File: src/design/bies_map.svh
// constants and offsets of the byte instruction execution subset
//
// Contract
// RQ1: add acc, file byte and carry; five flags
// RQ2: dest bit 0 to acc, 1 to file
// RQ3: bank bit 0 access bank, 1 bank select
// RQ4: extended set, f up to 5Fh uses index offset
// RQ5: rotate right, bit0 to bit7, only N,Z
// RQ6: one word, four phases: decode, read, process, write
`ifndef BIES_MAP_SVH
`define BIES_MAP_SVH

// opcode fields of the sixteen bit program word
`define BIES_OPC_ADD_TOP      6'h08
`define BIES_OPC_ROT_TOP      6'h10
`define BIES_OPC_AND_TOP      8'h0B
`define BIES_OPC_SET_TOP      7'h34
`define BIES_DEST_BIT         9
`define BIES_BANK_BIT         8

// access bank split and upper access window
`define BIES_ACCESS_LIMIT     8'h5F
`define BIES_ACCESS_HIGH_BANK 4'hF
`define BIES_ALL_ONES         8'hFF

// reset values
`define BIES_ACC_RESET        8'h00
`define BIES_BSR_RESET        4'h0
`define BIES_ADDR_RESET       12'h000

`endif

File: src/design/bies_pkg.sv
// types of the byte instruction execution subset
`include "bies_map.svh"

package bies_pkg;

  typedef enum logic [2:0] {
    BIES_OP_NONE,
    BIES_OP_ADD_ACC_FILE_CARRY,
    BIES_OP_ROTATE_RIGHT_NOCARRY_FILE,
    BIES_OP_AND_LITERAL_TO_ACC,
    BIES_OP_SET_FILE_ALL_ONES
  } bies_op_type;

  typedef enum logic [2:0] {
    BIES_IDLE,
    BIES_Q1_DECODE,
    BIES_Q2_READ,
    BIES_Q3_PROCESS,
    BIES_Q4_WRITE
  } bies_phase_type;

  typedef struct packed {
    logic negative_flag;
    logic overflow_flag;
    logic zero_flag;
    logic digit_carry_flag;
    logic carry_flag;
  } bies_flags_type;

  // data memory request, one byte wide
  typedef struct packed {
    logic        rd_en;
    logic        wr_en;
    logic [11:0] addr;
    logic [7:0]  wdata;
  } bies_mem_req_type;

  typedef struct packed {
    bies_phase_type   phase;
    logic [15:0]      instr;
    bies_op_type      op;
    logic [7:0]       acc;
    bies_flags_type   flags;
    logic [3:0]       bank_select_reg;
    logic [7:0]       operand;
    bies_mem_req_type mem_req;
    logic             done;
    logic             ready;
  } bies_state_type;

endpackage

File: src/design/bies_exec.sv
// four phase execution unit for a subset of byte oriented instructions
`timescale 1ns/100ps
`default_nettype none
`include "bies_map.svh"

module bies_exec (
  input  wire logic                      clock,
  input  wire logic                      rst,
  input  wire logic                      instr_valid,
  input  wire logic [15:0]               instr,
  input  wire logic                      ext_set_en,
  input  wire logic [11:0]               index_base,
  input  wire logic                      acc_wr_en,
  input  wire logic [7:0]                acc_wr_data,
  input  wire logic                      bsr_wr_en,
  input  wire logic [3:0]                bsr_wr_data,
  input  wire logic [7:0]                mem_rdata,
  output bies_pkg::bies_mem_req_type     mem_req,
  output logic [7:0]                     acc,
  output bies_pkg::bies_flags_type       flags,
  output logic [3:0]                     bank_select_reg,
  output logic                           ready,
  output logic                           done
);
  import bies_pkg::*;

  bies_state_type st_reg;
  bies_state_type st_next;
  logic [7:0]     alu_operand;
  logic [7:0]     alu_result;
  bies_flags_type alu_flags;
  logic [7:0]     file_addr;
  logic           dest_file;
  logic           bank_bit;
  logic [11:0]    eff_addr;
  bies_op_type    dec_op;

  // instruction fields kept for the whole cycle
  assign file_addr = st_reg.instr[7:0];
  assign dest_file = st_reg.instr[`BIES_DEST_BIT];
  assign bank_bit  = st_reg.instr[`BIES_BANK_BIT];

  // opcode decode; anything else runs as a four phase no operation
  always_comb begin
    if (st_reg.instr[15:10] == `BIES_OPC_ADD_TOP) begin
      dec_op = BIES_OP_ADD_ACC_FILE_CARRY;
    end else if (st_reg.instr[15:10] == `BIES_OPC_ROT_TOP) begin
      dec_op = BIES_OP_ROTATE_RIGHT_NOCARRY_FILE;
    end else if (st_reg.instr[15:8] == `BIES_OPC_AND_TOP) begin
      dec_op = BIES_OP_AND_LITERAL_TO_ACC;
    end else if (st_reg.instr[15:9] == `BIES_OPC_SET_TOP) begin
      dec_op = BIES_OP_SET_FILE_ALL_ONES;
    end else begin
      dec_op = BIES_OP_NONE;
    end
  end

  // effective data address: indexed, access bank or selected bank
  always_comb begin
    if (bank_bit) begin
      eff_addr = {st_reg.bank_select_reg, file_addr};                      // RQ3
    end else if (ext_set_en && (file_addr <= `BIES_ACCESS_LIMIT)) begin
      // the indexed sum wraps inside the 12 bit data space on purpose
      eff_addr = 12'(index_base + {4'h0, file_addr});                      // RQ4
    end else if (file_addr <= `BIES_ACCESS_LIMIT) begin
      eff_addr = {4'h0, file_addr};                                        // RQ3
    end else begin
      eff_addr = {`BIES_ACCESS_HIGH_BANK, file_addr};                      // RQ3
    end
  end

  // literal op takes its operand from the word, the rest from memory
  assign alu_operand = (st_reg.op == BIES_OP_AND_LITERAL_TO_ACC) ? file_addr : mem_rdata;

  bies_alu u_alu (
    .op        (st_reg.op),
    .acc       (st_reg.acc),
    .operand   (alu_operand),
    .flags_in  (st_reg.flags),
    .result    (alu_result),
    .flags_out (alu_flags)
  );

  // phase sequencer; memory answers one clock after the read strobe
  always_comb begin
    st_next               = st_reg;
    st_next.done          = 1'b0;
    st_next.mem_req.rd_en = 1'b0;
    st_next.mem_req.wr_en = 1'b0;
    case (st_reg.phase)
      BIES_IDLE: begin
        // side loads only while idle so no instruction sees a torn value
        if (acc_wr_en) begin
          st_next.acc = acc_wr_data;
        end
        if (bsr_wr_en) begin
          st_next.bank_select_reg = bsr_wr_data;
        end
        if (instr_valid) begin
          st_next.instr = instr;
          st_next.phase = BIES_Q1_DECODE;                                  // RQ6
        end
      end
      BIES_Q1_DECODE: begin
        st_next.op            = dec_op;                                    // RQ6
        st_next.mem_req.addr  = eff_addr;
        st_next.mem_req.rd_en = (dec_op != BIES_OP_NONE) &&
                                (dec_op != BIES_OP_AND_LITERAL_TO_ACC);
        st_next.phase         = BIES_Q2_READ;
      end
      BIES_Q2_READ: begin
        st_next.phase = BIES_Q3_PROCESS;
      end
      BIES_Q3_PROCESS: begin
        st_next.operand = alu_operand;
        st_next.flags   = alu_flags;                                       // RQ1
        st_next.done    = 1'b1;
        st_next.phase   = BIES_Q4_WRITE;
        case (st_reg.op)
          BIES_OP_ADD_ACC_FILE_CARRY, BIES_OP_ROTATE_RIGHT_NOCARRY_FILE: begin
            if (dest_file) begin
              st_next.mem_req.wr_en = 1'b1;                                // RQ2
              st_next.mem_req.wdata = alu_result;
            end else begin
              st_next.acc = alu_result;                                    // RQ2
            end
          end
          BIES_OP_AND_LITERAL_TO_ACC: begin
            st_next.acc = alu_result;
          end
          BIES_OP_SET_FILE_ALL_ONES: begin
            st_next.mem_req.wr_en = 1'b1;
            st_next.mem_req.wdata = alu_result;
          end
          default: begin
            st_next.acc = st_reg.acc;
          end
        endcase
      end
      BIES_Q4_WRITE: begin
        st_next.phase = BIES_IDLE;                                         // RQ6
      end
      default: begin
        st_next.phase = BIES_IDLE;
      end
    endcase
    // ready kept as a flop so the output carries no decode glitch
    st_next.ready = (st_next.phase == BIES_IDLE);
  end

  // single state register
  always_ff @(posedge clock or posedge rst) begin
    if (rst) begin
      st_reg                 <= '0;
      st_reg.phase           <= BIES_IDLE;
      st_reg.op              <= BIES_OP_NONE;
      st_reg.acc             <= `BIES_ACC_RESET;
      st_reg.bank_select_reg <= `BIES_BSR_RESET;
      st_reg.mem_req.addr    <= `BIES_ADDR_RESET;
      st_reg.ready           <= 1'b1;
    end else begin
      st_reg <= st_next;
    end
  end

  // outputs straight from the state flops
  assign mem_req         = st_reg.mem_req;
  assign acc             = st_reg.acc;
  assign flags           = st_reg.flags;
  assign bank_select_reg = st_reg.bank_select_reg;
  assign ready           = st_reg.ready;
  assign done            = st_reg.done;
endmodule // bies_exec
`default_nettype wire

File: src/design/bies_alu.sv
// combinational byte datapath for the four supported operations
`timescale 1ns/100ps
`default_nettype none
`include "bies_map.svh"

module bies_alu (
  input  wire bies_pkg::bies_op_type    op,
  input  wire logic [7:0]               acc,
  input  wire logic [7:0]               operand,
  input  wire bies_pkg::bies_flags_type flags_in,
  output logic [7:0]                    result,
  output bies_pkg::bies_flags_type      flags_out
);
  import bies_pkg::*;

  logic [8:0] sum_full;
  logic [4:0] sum_low;

  // add with carry pieces, low nibble gives the digit carry
  assign sum_full = {1'b0, acc} + {1'b0, operand} + {8'h00, flags_in.carry_flag};
  assign sum_low  = {1'b0, acc[3:0]} + {1'b0, operand[3:0]} + {4'h0, flags_in.carry_flag};

  // result and flag update per operation; flags not named stay as they were
  always_comb begin
    result    = operand;
    flags_out = flags_in;
    case (op)
      BIES_OP_ADD_ACC_FILE_CARRY: begin
        result                     = sum_full[7:0];                     // RQ1
        flags_out.carry_flag       = sum_full[8];                       // RQ1
        flags_out.digit_carry_flag = sum_low[4];                        // RQ1
        flags_out.overflow_flag    = (acc[7] == operand[7]) &&
                                     (sum_full[7] != acc[7]);           // RQ1
        flags_out.negative_flag    = sum_full[7];
        flags_out.zero_flag        = (sum_full[7:0] == 8'h00);
      end
      BIES_OP_ROTATE_RIGHT_NOCARRY_FILE: begin
        // carry is deliberately untouched by this rotate
        result                  = {operand[0], operand[7:1]};           // RQ5
        flags_out.negative_flag = operand[0];                           // RQ5
        flags_out.zero_flag     = (operand == 8'h00);                   // RQ5
      end
      BIES_OP_AND_LITERAL_TO_ACC: begin
        result                  = acc & operand;
        flags_out.negative_flag = result[7];
        flags_out.zero_flag     = (result == 8'h00);
      end
      BIES_OP_SET_FILE_ALL_ONES: begin
        result = `BIES_ALL_ONES;
      end
      default: begin
        result    = operand;
        flags_out = flags_in;
      end
    endcase
  end

endmodule // bies_alu
`default_nettype wire

File: config.mk
export PLATFORM = sky130hd
export DESIGN_NAME = bies_exec
export DESIGN_NICKNAME = d
export VERILOG_FILES = /design/src/design/bies_pkg.sv /design/src/design/bies_exec.sv /design/src/design/bies_alu.sv
export VERILOG_INCLUDE_DIRS = /design/src /design/src/design
export SDC_FILE = /design/constraint.sdc
export NUM_CORES = 1
export LEC_CHECK = 0
export BUFFER_PORTS_ARGS = -buffer_cell sky130_fd_sc_hd__buf_4
export CAP_MARGIN = 15
export CORE_AREA = 4 4 95 97
export CTS_CLUSTER_SIZE = 16
export DETAILED_ROUTE_END_ITERATION = 6
export DIE_AREA = 0 0 99 101
export PLACE_DENSITY = 0.76
export SYNTH_ARGS = -nofsm -noshare
export SYNTH_HDL_FRONTEND = slang
export SYNTH_HIERARCHICAL = 1
export SYNTH_SLANG_ARGS = --single-unit
File: constraint.sdc
create_clock -name clock -period 6.2 [get_ports clock]
set_clock_uncertainty 0.2 [all_clocks]
set_input_delay 0.62 -clock clock [delete_from_list [all_inputs] [get_ports clock]]
set_output_delay 0.62 -clock clock [all_outputs]
set_load 0.01 [all_outputs]
==> results.py, run 1 <==
metrics = {
    "power": {
        "power_per_cell_area_nw_per_um2": 503,
        "comb_power_share_pct": 52.5,
        "ir_drop_mv": 0.297,
        "clkPwrFrac_pct": 15.8,
        "p_seq_share_pct": 31.7,
        "intPower_mw": 1.46,
        "netSwitchingFraction_pct": 43.1,
        "p_leak_nw": 2.34,
        "p_switching_mw": 1.11,
    },
    "sta": {
        "period_minus_slack_ps": 4420,
        "worst_slew_margin_rel_pct": 40.1,
        "final.setup.worst_slack_ps": 1780,
        "hold_viol_final": 0,
        "fin_crit_sh_pct": 71.3,
        "drv_slew": 0,
        "setup_tns_ps": 0,
        "fmax_ghz": 0.226,
        "setup_viol": 0,
        "rsz0062_at_grt": "no",
        "worst_pin_slew_ps": 899,
    },
    "die": {
        "die_w_um": 99,
        "initial_utilization_pct": 54.6,
        "design.die.area_sq_um": 10000,
        "core_sq_um": 8130,
        "die_h_um": 101,
        "pin_count": 95,
        "rows": 33,
    },
    "final_layout": {
        "register_area_sq_um": 1580,
        "fill_cells": 721,
        "area_growth_pct": 15.3,
        "fin_nets": 618,
        "largest_reg_flops": 22,
        "stdcell_count": 655,
        "multiInputGateArea_sq_um": 2390,
        "drive_gt1_share_pct": 29.5,
        "antenna_cells": 0,
    },
    "worst_setup_path": {
        "cp_num_buf_inv": 1,
        "arrival_ps": 4460,
        "worstSetupPathType": "register to register",
        "slowest_delay_ps": 930,
        "timing.rr.end": "mem_req[4]$_DFFE_PP0P_",
        "cp_cell_sequence": "nand3b_1 > mux2_2 > inv_1 > fa_1 > fa_1 > nor2b_1 > o21ai_1 > and2_1 > xnor2_1 > a311oi_1 > o221ai_1 > mux2_2",
        "critical_path_depth": 12,
        "critPathCaptureType": "register",
        "crit_fanout": 32,
        "ff2ff_setup_slack_ps": 1780,
        "cp_top_family": "flip-flops",
        "start_kind": "register",
        "cp_data_required_time_ps": 6230,
        "reg2reg_depth": 12,
        "rr_startpoint": "st_reg[50]$_DFFE_PP0P_",
        "crit_path_top_delay_cell": "dfrtp_1",
    },
    "clocking": {
        "cts_buffers": 9,
        "clkTransAtPathRegs_ps": 80,
        "cts_sinks": 63,
        "ctsHoldBuffers": 0,
        "clockBufferDepth": 2,
        "insertion_delay_ps": 340,
        "cts_setup_buffers": 0,
        "cts_tree": "built",
        "htree_levels": 3,
        "cts_root_buffer": "clkbuf_8",
        "ctsResizeCount": 0,
    },
    "synthesis": {
        "ys_seq_area_share_pct": 35.5,
        "synthesis.nets": 573,
        "synth-edff-count": 0,
        "synthFlopType": "dfrtp_1",
        "synth_warnings": 6,
        "netlist_area_sq_um": 4440,
        "synthCells": 500,
        "synthDistinctLibCells": 63,
        "syn_avg_cell_area_sq_um": 8.88,
        "ys_seq_elements": 63,
        "synthArstFlopShare_pct": 100,
    },
    "global_route": {
        "grtUsageTotal_pct": 23.0,
        "grt_first_pass_wirelength_um": 18300,
        "grt_pass1_vias": 3540,
        "grt-ovfl-total": 0,
        "grt_max_degree": 64,
        "antenna_found_initial": 0,
    },
    "min_path": {
        "min_from": "mem_req[13]$_DFFE_PP0P_",
        "hold_end": "mem_req[13]$_DFFE_PP0P_",
        "hold_path_class": "register to register",
        "min_path_cells": 2,
    },
    "status": {
        "outcome": "complete, no violations",
    },
    "placed_design": {
        "port_buffers": 94,
        "pre_cts_ws_ps": 1850,
        "gp_congestion": 0.935,
        "hpwl_um": 8500,
        "dpl.cell_count": 639,
    },
    "route": {
        "wire_per_inst_um": 17.1,
        "avgViaCountPerCell": 5.81,
        "ant_nets": 0,
        "routed_wl_um": 11200,
        "drt_first_pass_iters": 5,
        "drt_iter0_markers": 190,
        "drc": 0,
        "num_vias": 3807,
    },
    "flow_run": {
        "drv_cap": 0,
    },
}
-- metrics by stage --
step                      area, sq um  power (mW)  hold slack [ps]  util, %
after floorplan                  4440        1.86              251        -
after global placement           4890        2.14              265     60.1
after detailed placement         4890        2.17              280     60.1
after CTS                        5120        2.58              283     62.9
after global routing             5120        2.79              297     62.9
final                            5120        2.57              289     62.9
-- placed cells by master, fill, tap and decap left out, types with 3 or more instances in the layout --
master	n
xor2_1	7
nand3b_1	5
nand2b_1	5
fa_1	3
and3_1	3
a21o_1	5
nand2_1	65
a31oi_1	13
a21oi_1	26
a211oi_1	8
ha_1	16
o21a_1	4
nor2b_1	9
nor2_1	30
o21ai_0	33
buf_4	96
or2_2	3
xnor2_1	4
mux2_2	36
nand4_1	4
inv_1	17
nand3_1	9
and2_1	5
a22oi_1	4
mux2i_1	3
o21bai_1	3
dfrtp_1	62
nor4_1	5
clkbuf_8	9
nor3_1	14
-- synthesized netlist by cell type (all sizes together) (3+ instances only) --
cell type	instances	area share, %
nand2	65	5.5
dfrtp	62	35
buf	49	7.9
mux2	36	9.1
o21ai	34	3.8
nor2	30	2.5
a21oi	28	3.5
inv	18	1.5
ha	16	4.5
nor3	14	1.6
a31oi	13	1.8
clkbuf	13	1.1
nand3	9	1.0
nor2b	9	1.3
a211oi	8	1.4
and2	7	0.99
xor2	7	1.4
a21o	5	0.85
nand2b	5	0.70
nand3b	5	0.85
nor4	5	0.70
a22oi	4	0.68
nand4	4	0.56
o21a	4	0.68
xnor2	4	0.79
and3	3	0.42
fa	3	1.4
mux2i	3	0.68
o21bai	3	0.51
o31ai	3	0.62
or2	3	0.42
-- cell families after synthesis --
logic type | Yosys count | synth area share (%)
AND/OR/NAND/NOR | 166 | 18.1
AO/OA/AOI/OAI | 122 | 18.0
buffers and inverters | 80 | 10.5
flip-flops | 63 | 35.5
multiplexers | 39 | 9.81
adder cells (fa/ha/maj) | 19 | 5.86
XOR/XNOR | 11 | 2.17
-- how the worst max path moves through the flow --
stage                                 startpoint                      to  slack [ps]
after detailed placement  st_reg[50]$_DFFE_PP0P_  mem_req[4]$_DFFE_PP0P_        1850
after floorplan           st_reg[51]$_DFFE_PP0P_  mem_req[4]$_DFFE_PP0P_        2740
after CTS                 st_reg[50]$_DFFE_PP0P_  mem_req[4]$_DFFE_PP0P_        1830
after global routing      st_reg[50]$_DFFE_PP0P_  mem_req[4]$_DFFE_PP0P_        1370
after global placement    st_reg[50]$_DFFE_PP0P_  mem_req[4]$_DFFE_PP0P_        1960
final                     st_reg[50]$_DFFE_PP0P_  mem_req[4]$_DFFE_PP0P_        1780
-- area by class of cell --
class                   instances  area share [%]
clock inverters                 7            2.00
flip-flops and latches         63            30.8
multi-input cells             357            46.8
well taps                     105            2.57
clock buffers                   9            2.42
inverters                      18            1.32
repair buffers                 96            14.1
-- worst reg2reg max path: stages, from the launching register on --
cell,delay (ps)
dfrtp_1,930
nand3b_1,490
mux2_2,400
inv_1,70
fa_1,420
fa_1,420
nor2b_1,130
o21ai_1,80
and2_1,190
xnor2_1,170
a311oi_1,320
o221ai_1,190
mux2_2,310
-- power by group through the flow --
| stage | Sequential (mW) | Clock (mW) | Combinational [mW] |
|---|---|---|---|
| after floorplan | 0.720 | 0 | 1.14 |
| after global placement | 0.811 | 0 | 1.33 |
| after detailed placement | 0.822 | 0 | 1.34 |
| after CTS | 0.816 | 0.416 | 1.35 |
| after global routing | 0.853 | 0.433 | 1.50 |
| final | 0.817 | 0.407 | 1.35 |
-- per-layer routing --
metal | wire, um | share of wire [%] | global-route usage (%) | up-vias
met5 | 0 | 0 | 0 | -
met4 | 132 | 1.2 | 7.04 | 0
met3 | 707 | 6.3 | 3.74 | 12
met2 | 5260 | 47 | 34.2 | 146
met1 | 5110 | 46 | 34.2 | 1821
li1 | - | - | - | 1828
Power figures use the tool's default switching activity.
==> run 2, diff against run 1 <==
Clock period 6.2 ns to 4.2 ns, I/O delays scaled along.
==> results.py, run 2 (synthesis gave the netlist of run 1 again) <==
metrics = {
    "final_layout": {
        "layout_commonest_cell": "buf_4",
        "fill_cells": 700,
        "multiInputGateArea_sq_um": 2390,
        "fin_nets": 624,
        "antenna_cells": 0,
        "drive_gt1_share_pct": 30.0,
        "area_growth_pct": 15.9,
        "largest_reg_flops": 22,
        "register_area_sq_um": 1580,
        "most-common-layout-cells": "buf_4 (101), nand2_1 (65), dfrtp_1 (62)",
        "postLayoutCellArea_sq_um": 5150,
    },
    "worst_setup_path": {
        "critPathCaptureType": "register",
        "crit_path_top_delay_cell": "fa_1",
        "slowest_delay_ps": 430,
        "cp_data_required_time_ps": 4220,
        "cp_top_family": "adder cells",
        "cp_num_buf_inv": 1,
        "crit_end": "mem_req[4]$_DFFE_PP0P_",
        "arrival_ps": 3750,
        "cp_cell_sequence": "nand3b_1 > mux2_2 > inv_1 > fa_1 > fa_1 > nor2b_1 > o21ai_1 > and2_1 > xnor2_1 > a311oi_1 > o221ai_1 > mux2_2",
        "critical_path_depth": 12,
        "timing.rr.end": "mem_req[4]$_DFFE_PP0P_",
        "rr_startpoint": "st_reg[51]$_DFFE_PP0P_",
        "reg2reg_depth": 12,
        "worstSetupPathType": "register to register",
        "cp-startpoint": "st_reg[51]$_DFFE_PP0P_",
        "start_kind": "register",
        "crit_fanout": 9,
        "ff2ff_setup_slack_ps": 480,
    },
    "sta": {
        "fmax_ghz": 0.269,
        "drv_slew": 0,
        "period_minus_slack_ps": 3720,
        "worst_slew_margin_rel_pct": 49.0,
        "fin_crit_sh_pct": 88.7,
        "setup_viol": 0,
        "hold_viol_final": 0,
        "setup_tns_ps": 0,
        "rsz0062_at_grt": "no",
        "worst_pin_slew_ps": 765,
    },
    "die": {
        "pin_count": 95,
        "design.die.area_sq_um": 10000,
        "core_sq_um": 8130,
        "die_w_um": 99,
        "rows": 33,
        "die_h_um": 101,
        "initial_utilization_pct": 54.6,
    },
    "status": {
        "outcome": "complete, no violations",
    },
    "global_route": {
        "grtUsageTotal_pct": 23.7,
        "grt_max_degree": 38,
        "grt_pass1_vias": 3750,
        "grt-ovfl-total": 0,
        "antenna_found_initial": 0,
        "grt_first_pass_wirelength_um": 18900,
    },
    "clocking": {
        "cts_sinks": 63,
        "htree_levels": 3,
        "cts_buffers": 9,
        "insertion_delay_ps": 340,
        "cts_root_buffer": "clkbuf_8",
        "ctsHoldBuffers": 1,
        "clockBufferDepth": 2,
        "clkTransAtPathRegs_ps": 70,
        "cts_tree": "built",
        "ctsResizeCount": 0,
        "cts_setup_buffers": 0,
    },
    "power": {
        "intPower_mw": 2.14,
        "power_per_cell_area_nw_per_um2": 734,
        "p_leak_nw": 2.37,
        "netSwitchingFraction_pct": 43.4,
        "p_seq_share_pct": 30.8,
        "p_switching_mw": 1.64,
        "clkPwrFrac_pct": 14.7,
        "ir_drop_mv": 0.362,
        "comb_power_share_pct": 54.5,
    },
    "route": {
        "drc": 0,
        "drt_first_pass_iters": 5,
        "routed_wl_um": 11600,
        "num_vias": 3833,
        "wire_per_inst_um": 17.5,
        "ant_nets": 0,
        "drt_iter0_markers": 158,
        "avgViaCountPerCell": 5.80,
    },
    "flow_run": {
        "drv_cap": 0,
    },
    "placed_design": {
        "place_area_sq_um": 4930,
        "port_buffers": 94,
        "gp_congestion": 0.933,
        "hpwl_um": 8620,
    },
    "min_path": {
        "hold_path_class": "input port to register",
    },
}
==> run 2: changes by cell type in the layout (fill, tap and decap cells not counted) <==
cell,delta
bufinv_16,-1
buf_4,+5
clkinv_2,+2
dlygate4sd3_1,+1
clkinv_4,-1
clkbuf_8,+2
inv_6,-2
==> run 2: power groups by stage <==
stage               logic (mW)  registers [mW]  clock network (mW)
floorplan                 1.69            1.06                   0
global placement          2.00            1.16                   0
detailed placement        2.04            1.17                   0
CTS                       2.05            1.16               0.565
global route              2.28            1.21               0.591
finish                    2.06            1.16               0.556
==> run 2: area by class of cell <==
| class | instances | share of cell area, % |
|---|---|---|
| multi-input combinational | 357 | 46.5 |
| clock buffer | 11 | 2.94 |
| clock inverter | 5 | 1.09 |
| inverter | 18 | 1.31 |
| tap | 105 | 2.55 |
| sequential | 63 | 30.7 |
| timing repair buffer | 102 | 14.9 |
==> run 2: through the flow <==
stage                     setup slack, ps  util (%)  cells  hold slack, ps  power [mW]
after floorplan                       743         -    500             251        2.75
after global routing                  252      63.3    661            94.1        4.08
after detailed placement              536      60.6    644             274        3.21
after CTS                             496      63.3    661            88.6        3.78
final                                 476      63.3    661            97.8        3.78
after global placement                632      60.6    644             264        3.16
==> run 2: worst min path at each step <==
| stage | start | to | slack [ps] | depth (start not counted) |
|---|---|---|---|---|
| 5_1_grt | instr[14] | st_reg[66]$_DFFE_PP0P_ | 90 | 2 |
| 2_1_floorplan | mem_req[10]$_DFFE_PP0P_ | mem_req[10]$_DFFE_PP0P_ | 250 | 2 |
| 3_5_place_dp | mem_req[13]$_DFFE_PP0P_ | mem_req[13]$_DFFE_PP0P_ | 270 | 2 |
| 6_report | bsr_wr_data[0] | bank_select_reg[0]$_DFFE_PP0P_ | 100 | 3 |
| 3_3_place_gp | mem_req[10]$_DFFE_PP0P_ | mem_req[10]$_DFFE_PP0P_ | 260 | 2 |
| 4_1_cts | bsr_wr_data[0] | bank_select_reg[0]$_DFFE_PP0P_ | 90 | 3 |
==> run 2: metal layers <==
layer,global-route usage (%),vias up,share of wire [%]
met5,0,-,0
met4,8.51,0,2.1
met3,3.74,20,5.7
met2,37.1,147,46
met1,33.4,1826,46
li1,-,1840,-
==> run 2: worst register-to-register path, cell delays in order, from the launching register on <==
cell      delay, ps
dfrtp_1         380
nand3b_1        370
mux2_2          380
inv_1            70
fa_1            430
fa_1            410
nor2b_1         140
o21ai_1          90
and2_1          190
xnor2_1         180
a311oi_1        320
o221ai_1        180
mux2_2          290
